==> src/common/irq_flags_consts.vh <==
// register offsets, field positions and reset values for the flag block
// assumes inclusion by bare name from rtl files
`ifndef IRQ_FLAGS_CONSTS_VH
`define IRQ_FLAGS_CONSTS_VH
// register offsets
`define ADDR_AUX_IRQ_FLAGS 8'h05
`define ADDR_CMD_ERROR_FLAGS 8'h06
`define ADDR_IRQ_ENABLE 8'h03
`define ADDR_RX_CONFIG 8'h10
`define ADDR_STATUS_OUT 8'h11
// aux flag register fields
`define AUX_SET_CLEAR_BIT 7
`define AUX_EDGE_BIT 4
`define AUX_CRC_BIT 2
// error register fields
`define ERR_WRITE_MISUSE_BIT 7
`define ERR_OVERHEAT_BIT 6
`define ERR_OVERFLOW_BIT 4
`define ERR_COLLISION_BIT 3
`define ERR_CRC_BIT 2
`define ERR_PARITY_BIT 1
`define ERR_FRAME_START_BIT 0
// rx config fields
`define CFG_RX_CRC_EN_BIT 0
`define CFG_RATE_LSB 1
// rate code 0 is 106 kBd
`define RATE_106 2'h0
// reset values
`define AUX_RESET 8'h00
`define ERR_RESET 8'h00
`define IEN_RESET 8'h00
`define CFG_RESET 8'h00
`endif

==> src/rtl/edge_sync.v <==
// two-flop synchroniser plus any-edge detector for a pin input
// assumes one clock ref_clk, asynchronous active-low reset
`timescale 1ns/1ps
module edge_sync (
   input wire ref_clk,
   input wire nrst,
   input wire pinIn,
   output reg edgePulse
);
   reg meta_q;
   reg sync_q;
   reg last_q;
   // first flop read only by the second one
   always @(posedge ref_clk or negedge nrst) begin
      if (!nrst) begin
         meta_q <= 1'b0;
         sync_q <= 1'b0;
         last_q <= 1'b0;
         edgePulse <= 1'b0;
      end else begin
         meta_q <= pinIn;
         sync_q <= meta_q;
         last_q <= sync_q;
         edgePulse <= sync_q ^ last_q;
      end
   end
endmodule // edge_sync

==> src/rtl/sticky_flag.v <==
// one sticky flag: hardware set, software set or clear, set wins
// assumes same-clock pulse inputs
`timescale 1ns/1ps
module sticky_flag (
   input wire ref_clk,
   input wire nrst,
   input wire hwSet,
   input wire hwClr,
   input wire swSet,
   input wire swClr,
   output reg flag
);
   // hardware event beats any clear in the same cycle
   always @(posedge ref_clk or negedge nrst) begin
      if (!nrst) begin
         flag <= 1'b0;
      end else if (hwSet || swSet) begin
         flag <= 1'b1;
      end else if (hwClr || swClr) begin
         flag <= 1'b0;
      end
   end
endmodule // sticky_flag

==> src/rtl/irq_and_error_flags.v <==
// secondary interrupt flags and command error flags of the reader front end
// assumes a same-clock register port, event pulses from same-clock logic,
// and the aux serial input arriving asynchronously from a pin
//
// Behaviour
// - write with bit 7 high sets marked flags, low clears them
// - aux flags stay latched until software clears them
// - any edge on aux serial input sets bit 4
// - crc compute done while crc compute active sets bit 2
// - after reset low four aux bits read zero
// - host fifo write during auth or rf turnaround sets bit 7
// - overheat sets bit 6 and switches antenna drivers off
// - fifo write while full sets bit 4
// - collision flag set only at 106 kBd, else held zero
// - receive start-up clears collision, crc, parity and protocol flags
// - crc failure with rx crc check enabled sets bit 2
// - parity failure sets bit 1, only at 106 kBd
// - malformed start-of-frame sets bit 0 at 106 kBd
// - byte count mismatch during auth sets protocol flag
// - command start clears all errors except overheat
// - overheat flag cannot be set by software
// - summary error flag high when any error bit set
// - crc done reaches irq pin only with its enable
// - edge flag reaches irq pin only with its enable
//
// Design decision made here: strobed register access.
`timescale 1ns/1ps
`include "irq_flags_consts.vh"
module irq_and_error_flags #(
   parameter AW = 8
) (
   input wire ref_clk,
   input wire nrst,
   input wire [AW-1:0] regAddr,
   input wire [7:0] regWdata,
   input wire regWr,
   input wire regRd,
   output reg [7:0] regRdata,
   input wire auxSerialInput,
   input wire crcComputeDone,
   input wire crcComputeActive,
   input wire hostFifoWrite,
   input wire cardAuthActive,
   input wire rfTurnaround,
   input wire overheatDetect,
   input wire overheatClear,
   input wire fifoWriteWhileFull,
   input wire collisionDetect,
   input wire anticollActive,
   input wire crcFail,
   input wire parityFail,
   input wire frameStartBad,
   input wire authByteCountBad,
   input wire rxStartup,
   input wire commandStart,
   output reg antennaEnable,
   output reg anyErrorIrqFlag,
   output reg irqOut
);
   // ****************************************
   // decode and software strobes
   // ****************************************
   reg [7:0] ienQ;
   reg [7:0] cfgQ;
   wire [7:0] auxFlags;
   wire [7:0] errFlags;
   wire edgePulse;
   wire wrAux = regWr && (regAddr == `ADDR_AUX_IRQ_FLAGS);
   wire wrSet = wrAux && regWdata[`AUX_SET_CLEAR_BIT];
   wire wrClr = wrAux && !regWdata[`AUX_SET_CLEAR_BIT];
   wire rxCrcCheckEnable = cfgQ[`CFG_RX_CRC_EN_BIT];
   wire at106 = (cfgQ[`CFG_RATE_LSB+1:`CFG_RATE_LSB] == `RATE_106);

   // ****************************************
   // aux serial input edge detect
   // ****************************************
   edge_sync uEdge (
      .ref_clk(ref_clk),
      .nrst(nrst),
      .pinIn(auxSerialInput),
      .edgePulse(edgePulse)
   );

   // ****************************************
   // aux interrupt flags
   // ****************************************
   // only marked bits move; zero bits keep state
   sticky_flag uEdgeFlag (
      .ref_clk(ref_clk),
      .nrst(nrst),
      .hwSet(edgePulse),
      .hwClr(1'b0),
      .swSet(wrSet && regWdata[`AUX_EDGE_BIT]),
      .swClr(wrClr && regWdata[`AUX_EDGE_BIT]),
      .flag(auxFlags[`AUX_EDGE_BIT])
   );
   sticky_flag uCrcFlag (
      .ref_clk(ref_clk),
      .nrst(nrst),
      .hwSet(crcComputeDone && crcComputeActive),
      .hwClr(1'b0),
      .swSet(wrSet && regWdata[`AUX_CRC_BIT]),
      .swClr(wrClr && regWdata[`AUX_CRC_BIT]),
      .flag(auxFlags[`AUX_CRC_BIT])
   );
   // reserved positions tie to zero; and
   assign auxFlags[7:5] = 3'h0;
   assign auxFlags[3] = 1'b0;
   assign auxFlags[1:0] = 2'h0;

   // ****************************************
   // command error flags
   // ****************************************
   // no software write path at all
   wire rxClr = rxStartup || commandStart;
   sticky_flag uMisuse (
      .ref_clk(ref_clk),
      .nrst(nrst),
      .hwSet(hostFifoWrite && (cardAuthActive || rfTurnaround)),
      .hwClr(commandStart),
      .swSet(1'b0),
      .swClr(1'b0),
      .flag(errFlags[`ERR_WRITE_MISUSE_BIT])
   );
   // overheat survives command start; only the sensor clear drops it
   sticky_flag uHeat (
      .ref_clk(ref_clk),
      .nrst(nrst),
      .hwSet(overheatDetect),
      .hwClr(overheatClear),
      .swSet(1'b0),
      .swClr(1'b0),
      .flag(errFlags[`ERR_OVERHEAT_BIT])
   );
   sticky_flag uOvfl (
      .ref_clk(ref_clk),
      .nrst(nrst),
      .hwSet(fifoWriteWhileFull),
      .hwClr(commandStart),
      .swSet(1'b0),
      .swClr(1'b0),
      .flag(errFlags[`ERR_OVERFLOW_BIT])
   );
   sticky_flag uColl (
      .ref_clk(ref_clk),
      .nrst(nrst),
      .hwSet(collisionDetect && anticollActive && at106),
      .hwClr(rxClr || !at106), // held zero off 106 kBd
      .swSet(1'b0),
      .swClr(1'b0),
      .flag(errFlags[`ERR_COLLISION_BIT])
   );
   sticky_flag uCrcErr (
      .ref_clk(ref_clk),
      .nrst(nrst),
      .hwSet(crcFail && rxCrcCheckEnable),
      .hwClr(rxClr),
      .swSet(1'b0),
      .swClr(1'b0),
      .flag(errFlags[`ERR_CRC_BIT])
   );
   sticky_flag uParity (
      .ref_clk(ref_clk),
      .nrst(nrst),
      .hwSet(parityFail && at106),
      .hwClr(rxClr),
      .swSet(1'b0),
      .swClr(1'b0),
      .flag(errFlags[`ERR_PARITY_BIT])
   );
   sticky_flag uProto (
      .ref_clk(ref_clk),
      .nrst(nrst),
      .hwSet((frameStartBad && at106) || (authByteCountBad && cardAuthActive)),
      .hwClr(rxClr),
      .swSet(1'b0),
      .swClr(1'b0),
      .flag(errFlags[`ERR_FRAME_START_BIT])
   );
   assign errFlags[5] = 1'b0;

   // ****************************************
   // control registers
   // ****************************************
   // only enable bits 4 and 2 are stored; others read zero
   always @(posedge ref_clk or negedge nrst) begin
      if (!nrst) begin
         ienQ <= `IEN_RESET;
         cfgQ <= `CFG_RESET;
      end else begin
         if (regWr && (regAddr == `ADDR_IRQ_ENABLE)) begin
            ienQ <= regWdata & 8'h14;
         end
         if (regWr && (regAddr == `ADDR_RX_CONFIG)) begin
            cfgQ <= regWdata & 8'h07;
         end
      end
   end

   // ****************************************
   // outputs and read port
   // ****************************************
   // registered so outputs come straight from flops, one cycle late
   always @(posedge ref_clk or negedge nrst) begin
      if (!nrst) begin
         antennaEnable <= 1'b0;
         anyErrorIrqFlag <= 1'b0;
         irqOut <= 1'b0;
         regRdata <= 8'h00;
      end else begin
         antennaEnable <= !errFlags[`ERR_OVERHEAT_BIT];
         anyErrorIrqFlag <= |errFlags;
         irqOut <= (auxFlags[`AUX_CRC_BIT] && ienQ[`AUX_CRC_BIT])
            || (auxFlags[`AUX_EDGE_BIT] && ienQ[`AUX_EDGE_BIT]);
         if (!regRd) begin
            regRdata <= 8'h00;
         end else if (regAddr == `ADDR_AUX_IRQ_FLAGS) begin
            regRdata <= auxFlags;
         end else if (regAddr == `ADDR_CMD_ERROR_FLAGS) begin
            regRdata <= errFlags;
         end else if (regAddr == `ADDR_IRQ_ENABLE) begin
            regRdata <= ienQ;
         end else if (regAddr == `ADDR_RX_CONFIG) begin
            regRdata <= cfgQ;
         end else if (regAddr == `ADDR_STATUS_OUT) begin
            regRdata <= {5'h00, irqOut, anyErrorIrqFlag, antennaEnable};
         end else begin
            regRdata <= 8'h00; // unmapped reads zero
         end
      end
   end
endmodule // irq_and_error_flags

==> config.mk <==
export PLATFORM = sky130hd
export DESIGN_NAME = irq_and_error_flags
export DESIGN_NICKNAME = d
export VERILOG_FILES = /design/src/rtl/edge_sync.v /design/src/rtl/sticky_flag.v /design/src/rtl/irq_and_error_flags.v
export VERILOG_INCLUDE_DIRS = /design/src /design/src/common
export SDC_FILE = /design/constraint.sdc
export NUM_CORES = 1
export LEC_CHECK = 0
export BUFFER_PORTS_ARGS = -buffer_cell sky130_fd_sc_hd__buf_4
export CORE_MARGIN = 3
export CORE_UTILIZATION = 47
export DETAILED_ROUTE_END_ITERATION = 12
export PLACE_DENSITY_LB_ADDON = 0.15
export SYNTH_ARGS = -nofsm -noshare
export SYNTH_HDL_FRONTEND = slang
export SYNTH_SLANG_ARGS = --single-unit
==> constraint.sdc <==
create_clock -name ref_clk -period 1.7 [get_ports ref_clk]
set_clock_uncertainty 0.15 [all_clocks]
set_input_delay 0.34 -clock ref_clk [delete_from_list [all_inputs] [get_ports ref_clk]]
set_output_delay 0.34 -clock ref_clk [all_outputs]
set_load 0.02 [all_outputs]
==> impl_metrics.csv, run 1 <==
group,metric,value,unit
worst_setup_path,worstSetupPathType,"in2reg",
cts,htree_levels,1,
worst_setup_path,timing.rr.start,"cfgQ[2]",
flow_run,maxCapViolCount,0,
power_and_ir_drop,leakage,0.785,nW
cts,cts_made_buffers,3,
placement,gp_congestion,0.885,
yosys,ys_warn_count,0,
power_and_ir_drop,peakVddDrop,0.676,mV
floorplan,initial_core_util,52.0,%
floorplan,die_height,56.7,um
timing,finalSetupViolations,0,
drt,avgViaCountPerCell,5.40,
placement,dpl.hpwl,2020,um
cells_and_area,top_register,"regRdata",
worst_setup_path,cp.arrival,1.54,ns
timing,whs,0.0276,ns
timing,maxSlewViolCount,0,
cells_and_area,drive_gt1_share,39.0,%
cts,tritoncts,"yes",
drt,vias,939,
floorplan,io_pins,48,
grt,grt_max_degree,29,
worst_setup_path,start_kind,"primary input",
drt,wl_per_cell,14.1,um
timing,rsz0062_at_grt,"false",
cells_and_area,syn2layout_area_growth,33.3,%
drt,antenna_left,0,
yosys,yosys_register_bits,28,
timing,fin_crit_sh,87.0,%
cts,clock_tree.buffer_depth,2,
cells_and_area,nFillCells,184,
cts,root_buffer,"clkbuf_4",
floorplan,die_w,56.7,um
timing,fin_crit,1.48,ns
grt,grtUsageTotal,17.2,%
cells_and_area,nNetsFinal,184,
yosys,synth_cell_type_count,34,
yosys,seq_area_frac_synth,58.1,%
cts,clkTransAtPathRegs,0.14,ns
drt,drt_iter0_markers,17,
timing,max_freq,677,MHz
power_and_ir_drop,power_density,734,nW/um2
drt,drc,0,
yosys,netlist_area,1210,um2
cts,clock_sinks,28,
grt,grt_pass1_vias,979,
grt,overflow,0,
worst_setup_path,setup.worst_path.end_class,"register",
yosys,synthCells,99,
power_and_ir_drop,finalPower,1.18,mW
yosys,syn_nets,136,
status,status,"completed",
cells_and_area,diodes,0,
worst_setup_path,cp-startpoint,"regAddr[5]",
yosys,syn_area_per_cell,12.2,um2
floorplan,fp.dieArea,3210,um2
worst_setup_path,reg2reg_slack,0.39,ns
cells_and_area,reg_top3,"regRdata (7), cfgQ (3), ienQ (2)",
worst_setup_path,cp_max_fo,4,
placement,io_buffer_count,43,
grt,grt_pass1_wl,4280,um
worst_hold_path,hold_class,"in2reg",
worst_setup_path,reg2reg_depth,4,
worst_hold_path,hold_start,"overheatClear",
timing,hold_viol,0,
cts,clock_latency,0.31,ns
drt,finalWirelength,2460,um
grt,antenna_found_initial,0,
worst_hold_path,holdPathStages,2,
drt,dr.pass1.iters,4,
floorplan,coreArea,2320,um2
cells_and_area,largest_reg_flops,7,
cts,cts_resized,0,
worst_setup_path,crit_required,1.77,ns
floorplan,rows,17,
## final timing paths
path / end
worst max-delay path: cfgQ[2]
worst min-delay path: uHeat.flag
worst max register to register: regRdata[2]
worst min register to register: uEdge.sync_q
max in group asynchronous: ienQ[2]
min in group asynchronous: uCrcFlag.flag
## cell usage after synthesis (all sizes together)
library cell  number  area share (%)
a21o               1            0.62
o21ai              3             1.2
a222oi             1            0.83
nor2b              5             2.6
nand3              2            0.83
mux2i              3             2.5
a22oi              1            0.62
nor4b              1             2.0
a21oi              3             1.2
conb               1            0.31
and4               1            0.73
dfrtp             28              58
a22o               3             2.2
xor2               1            0.73
a2bb2oi            1            0.73
nor4               2             1.0
inv                4             1.2
nand2b             1            0.52
buf                2             1.0
or3                1            0.93
mux2               7             6.5
and2b              1            0.62
nand3b             1            0.62
a32oi              3             2.2
o221a              1            0.93
and2               3             1.6
nand2              4             1.2
nor3               4             2.1
and3b              1            0.73
o21bai             1            0.62
nor2               6             1.9
nand4              2             1.0
## per-stage QoR
step           utilization [%]  setup slack [ns]  TNS [ns]  cells  cell area, um2
2_1_floorplan                -            0.0825         0     99            1210
3_3_place_gp              66.9            -0.110    -0.711    168            1550
3_5_place_dp              66.9            -0.119    -0.792    168            1550
4_1_cts                   69.3             0.240         0    174            1610
5_1_grt                   69.3             0.150         0    174            1610
6_report                  69.3             0.222         0    174            1610
## layout make-up
type	count	area, um2	share of cell area [%]
Clock buffer	4	36.3	2.26
Inverter	4	15.0	0.934
Multi-Input combinational cell	65	478	29.7
Sequential cell	28	701	43.6
Tap cell	28	35.0	2.18
Timing Repair Buffer	45	343	21.3
## layer usage
metal | GRT usage [%] | up-vias | share of wire, %
met1 | 20.7 | 447 | 42
met3 | 4.37 | 4 | 6.7
met5 | 0 | - | 0
li1 | - | 453 | -
met4 | 6.44 | 0 | 1.5
met2 | 29.2 | 35 | 50
## critical path: stages
cell and delay, ns:
buf_4 0.11, or3_4 0.41, nor3_2 0.18, nand3_1 0.19, mux2_2 0.31
## kinds of logic (layout without fill, tap and decap cells)
kind of cell | count (synthesis) | in the layout | share of synthesized area [%]
flops | 28 | 28 | 58.1
buf+inv | 6 | 53 | 2.28
compound gates | 18 | 18 | 11.2
xor+xnor | 1 | 1 | 0.726
mux | 10 | 10 | 9.03
simple gates | 35 | 35 | 18.4
other cells | 1 | 1 | 0.311
## power by group
group | switching (mW) | internal (mW)
logic | 0.0697 | 0.0901
registers | 0.0223 | 0.694
clock network | 0.174 | 0.131
total | 0.266 | 0.914
## cells in the final DEF, fill, tap and decap left out, types with 2 or more instances in the layout
| cell | Yosys | final |
|---|---|---|
| nand4_1 | 2 | 2 |
| dfrtp_1 | 28 | 28 |
| nand2_1 | 4 | 4 |
| nor4_1 | 2 | 2 |
| clkbuf_4 | 0 | 3 |
| dlygate4sd3_1 | 0 | 2 |
| buf_4 | 1 | 43 |
| nor3_1 | 3 | 3 |
| nand3_1 | 2 | 2 |
| nor2b_1 | 5 | 5 |
| nor2_1 | 6 | 6 |
| a22o_1 | 3 | 3 |
| mux2i_1 | 3 | 3 |
| a21oi_1 | 3 | 3 |
| inv_1 | 4 | 4 |
| and2_1 | 3 | 3 |
| o21ai_0 | 3 | 3 |
| mux2_2 | 7 | 7 |
| a32oi_1 | 3 | 3 |
## timing repair
action | CTS | global route
buffers inserted | 0 | 0
hold buffers | 2 | 0
endpoints found under the hold margin | 29 | 0
Power figures use the tool's default switching activity.
==> inputs of run 2 (changes only) <==
--- a/config.mk
+++ b/config.mk
@@ -7,10 +7,12 @@
 export NUM_CORES = 1
 export LEC_CHECK = 0
 export BUFFER_PORTS_ARGS = -buffer_cell sky130_fd_sc_hd__buf_4
-export CORE_MARGIN = 3
-export CORE_UTILIZATION = 47
+export CELL_PAD_IN_SITES_DETAIL_PLACEMENT = 1
+export CELL_PAD_IN_SITES_GLOBAL_PLACEMENT = 1
+export CORE_MARGIN = 10
+export CORE_UTILIZATION = 36
 export DETAILED_ROUTE_END_ITERATION = 12
-export PLACE_DENSITY_LB_ADDON = 0.15
+export PLACE_DENSITY = 0.9
 export SYNTH_ARGS = -nofsm -noshare
 export SYNTH_HDL_FRONTEND = slang
 export SYNTH_SLANG_ARGS = --single-unit
==> impl_metrics.csv, run 2 (same netlist as run 1, synthesis figures left out) <==
group,metric,value,unit
flow_run,maxCapViolCount,0,
cts,root_buffer,"clkbuf_4",
timing,finalSetupViolations,0,
cells_and_area,nFillCells,361,
cells_and_area,diodes,0,
power_and_ir_drop,peakVddDrop,0.362,mV
grt,grtUsageTotal,11.5,%
floorplan,rows,20,
worst_setup_path,cp_num_buf_inv,1,
worst_setup_path,cp_max_fo,4,
floorplan,die_w,77.9,um
grt,grt_pass1_wl,5610,um
worst_setup_path,setup.worst_path.end_class,"register",
worst_setup_path,start_kind,"primary input",
placement,gp_congestion,0.790,
timing,fin_crit_sh,90.5,%
cells_and_area,nNetsFinal,184,
cells_and_area,largest_reg_flops,7,
cts,htree_levels,1,
floorplan,io_pins,48,
drt,avgViaCountPerCell,5.13,
placement,io_buffer_count,43,
placement,dpl.hpwl,2830,um
drt,finalWirelength,3400,um
placement,dpl_cell_area,1570,um2
worst_setup_path,cp_cell_sequence,"buf_4 > or3_4 > nor3_2 > nand3_1 > mux2_2",
cells_and_area,layout_common_cells,"buf_4, dfrtp_1, mux2_2",
drt,antenna_left,0,
drt,drt_iter0_markers,65,
worst_setup_path,slowest_delay,0.41,ns
timing,max_freq,650,MHz
worst_hold_path,hold_class,"in2reg",
timing,rsz0062_at_grt,"false",
cells_and_area,utilization,51.6,%
timing,fin_crit,1.54,ns
cts,cts_made_buffers,3,
drt,vias,969,
worst_setup_path,slowest_stage,"or3_4",
timing,hold_viol,0,
status,status,"completed",
worst_setup_path,worstSetupPathType,"in2reg",
cells_and_area,layout_commonest_cell,"buf_4",
cts,clock_sinks,28,
worst_setup_path,crit_required,1.77,ns
cts,clock_latency,0.32,ns
drt,wl_per_cell,18.0,um
floorplan,fp.dieArea,6070,um2
cts,clock_tree.buffer_depth,2,
cts,clkTransAtPathRegs,0.14,ns
grt,grt_pass1_vias,1089,
grt,overflow,0,
cells_and_area,fin_area,1610,um2
cells_and_area,drive_gt1_share,38.6,%
floorplan,die_height,77.9,um
cts,tritoncts,"yes",
floorplan,coreArea,3130,um2
power_and_ir_drop,leakage,0.778,nW
worst_setup_path,cp_top_family,"simple AND/OR/NAND/NOR gates",
floorplan,initial_core_util,38.6,%
timing,maxSlewViolCount,0,
drt,dr.pass1.iters,4,
worst_setup_path,cp.arrival,1.61,ns
drt,drc,0,
grt,antenna_found_initial,0,
cells_and_area,top_register,"regRdata",
cells_and_area,syn2layout_area_growth,33.8,%
grt,grt_max_degree,29,
power_and_ir_drop,power_density,707,nW/um2
cells_and_area,reg_top3,"regRdata (7), cfgQ (3), ienQ (2)",
-- run 2: metrics by stage --
step	power (mW)	hold WS [ns]	setup TNS [ns]	worst slack, ns	instances
2_1_floorplan	0.783	-0.106	0	0.0825	99
3_3_place_gp	0.880	0.120	-0.766	-0.110	184
3_5_place_dp	0.891	0.131	-1.25	-0.187	184
4_1_cts	1.17	0.00195	0	0.173	189
5_1_grt	1.21	0.00371	0	0.146	189
6_report	1.14	0.0144	0	0.161	189
-- run 2: path summary, 6_finish.rpt --
kind	from	end	slack, ns	cells past startpoint
max	regAddr[5]	cfgQ[1]	0.16	5
min in group asynchronous	nrst	regRdata[4]	0.31	2
min	overheatClear	uHeat.flag	0.01	2
min reg2reg	uEdge.meta_q	uEdge.sync_q	0.22	0
max reg2reg	cfgQ[2]	regRdata[2]	0.33	4
max in group asynchronous	nrst	uEdge.edgePulse	0.83	2
-- run 2: report_power, final --
| part | switching, mW | leakage [nW] | internal, mW |
|---|---|---|---|
| logic | 0.0729 | 0.417 | 0.0902 |
| registers | 0.0230 | 0.347 | 0.694 |
| clock network | 0.179 | 0.0138 | 0.0830 |
| total | 0.275 | 0.778 | 0.867 |
-- run 2: cell type report --
class / count / area (um2) / share of cell area, %
inverter: 4 / 15.0 / 0.930
sequential: 28 / 701 / 43.4
tap: 44 / 55.1 / 3.41
multi-input combinational: 65 / 478 / 29.6
clock buffer: 3 / 22.5 / 1.40
timing repair buffer: 45 / 343 / 21.2
-- run 2: what timing repair did --
action,CTS,global route
gates resized for setup,0,0
setup buffers,0,0
endpoints found under the hold margin,29,0
hold buffers,2,0
-- run 2: routing by layer --
| metal | wire, um | global-route usage [%] | up-vias |
|---|---|---|---|
| li1 | - | - | 451 |
| met1 | 1450 | 13.0 | 487 |
| met2 | 1740 | 19.9 | 29 |
| met3 | 168 | 2.42 | 2 |
| met4 | 41 | 6.02 | 0 |
| met5 | 0 | 0 | - |
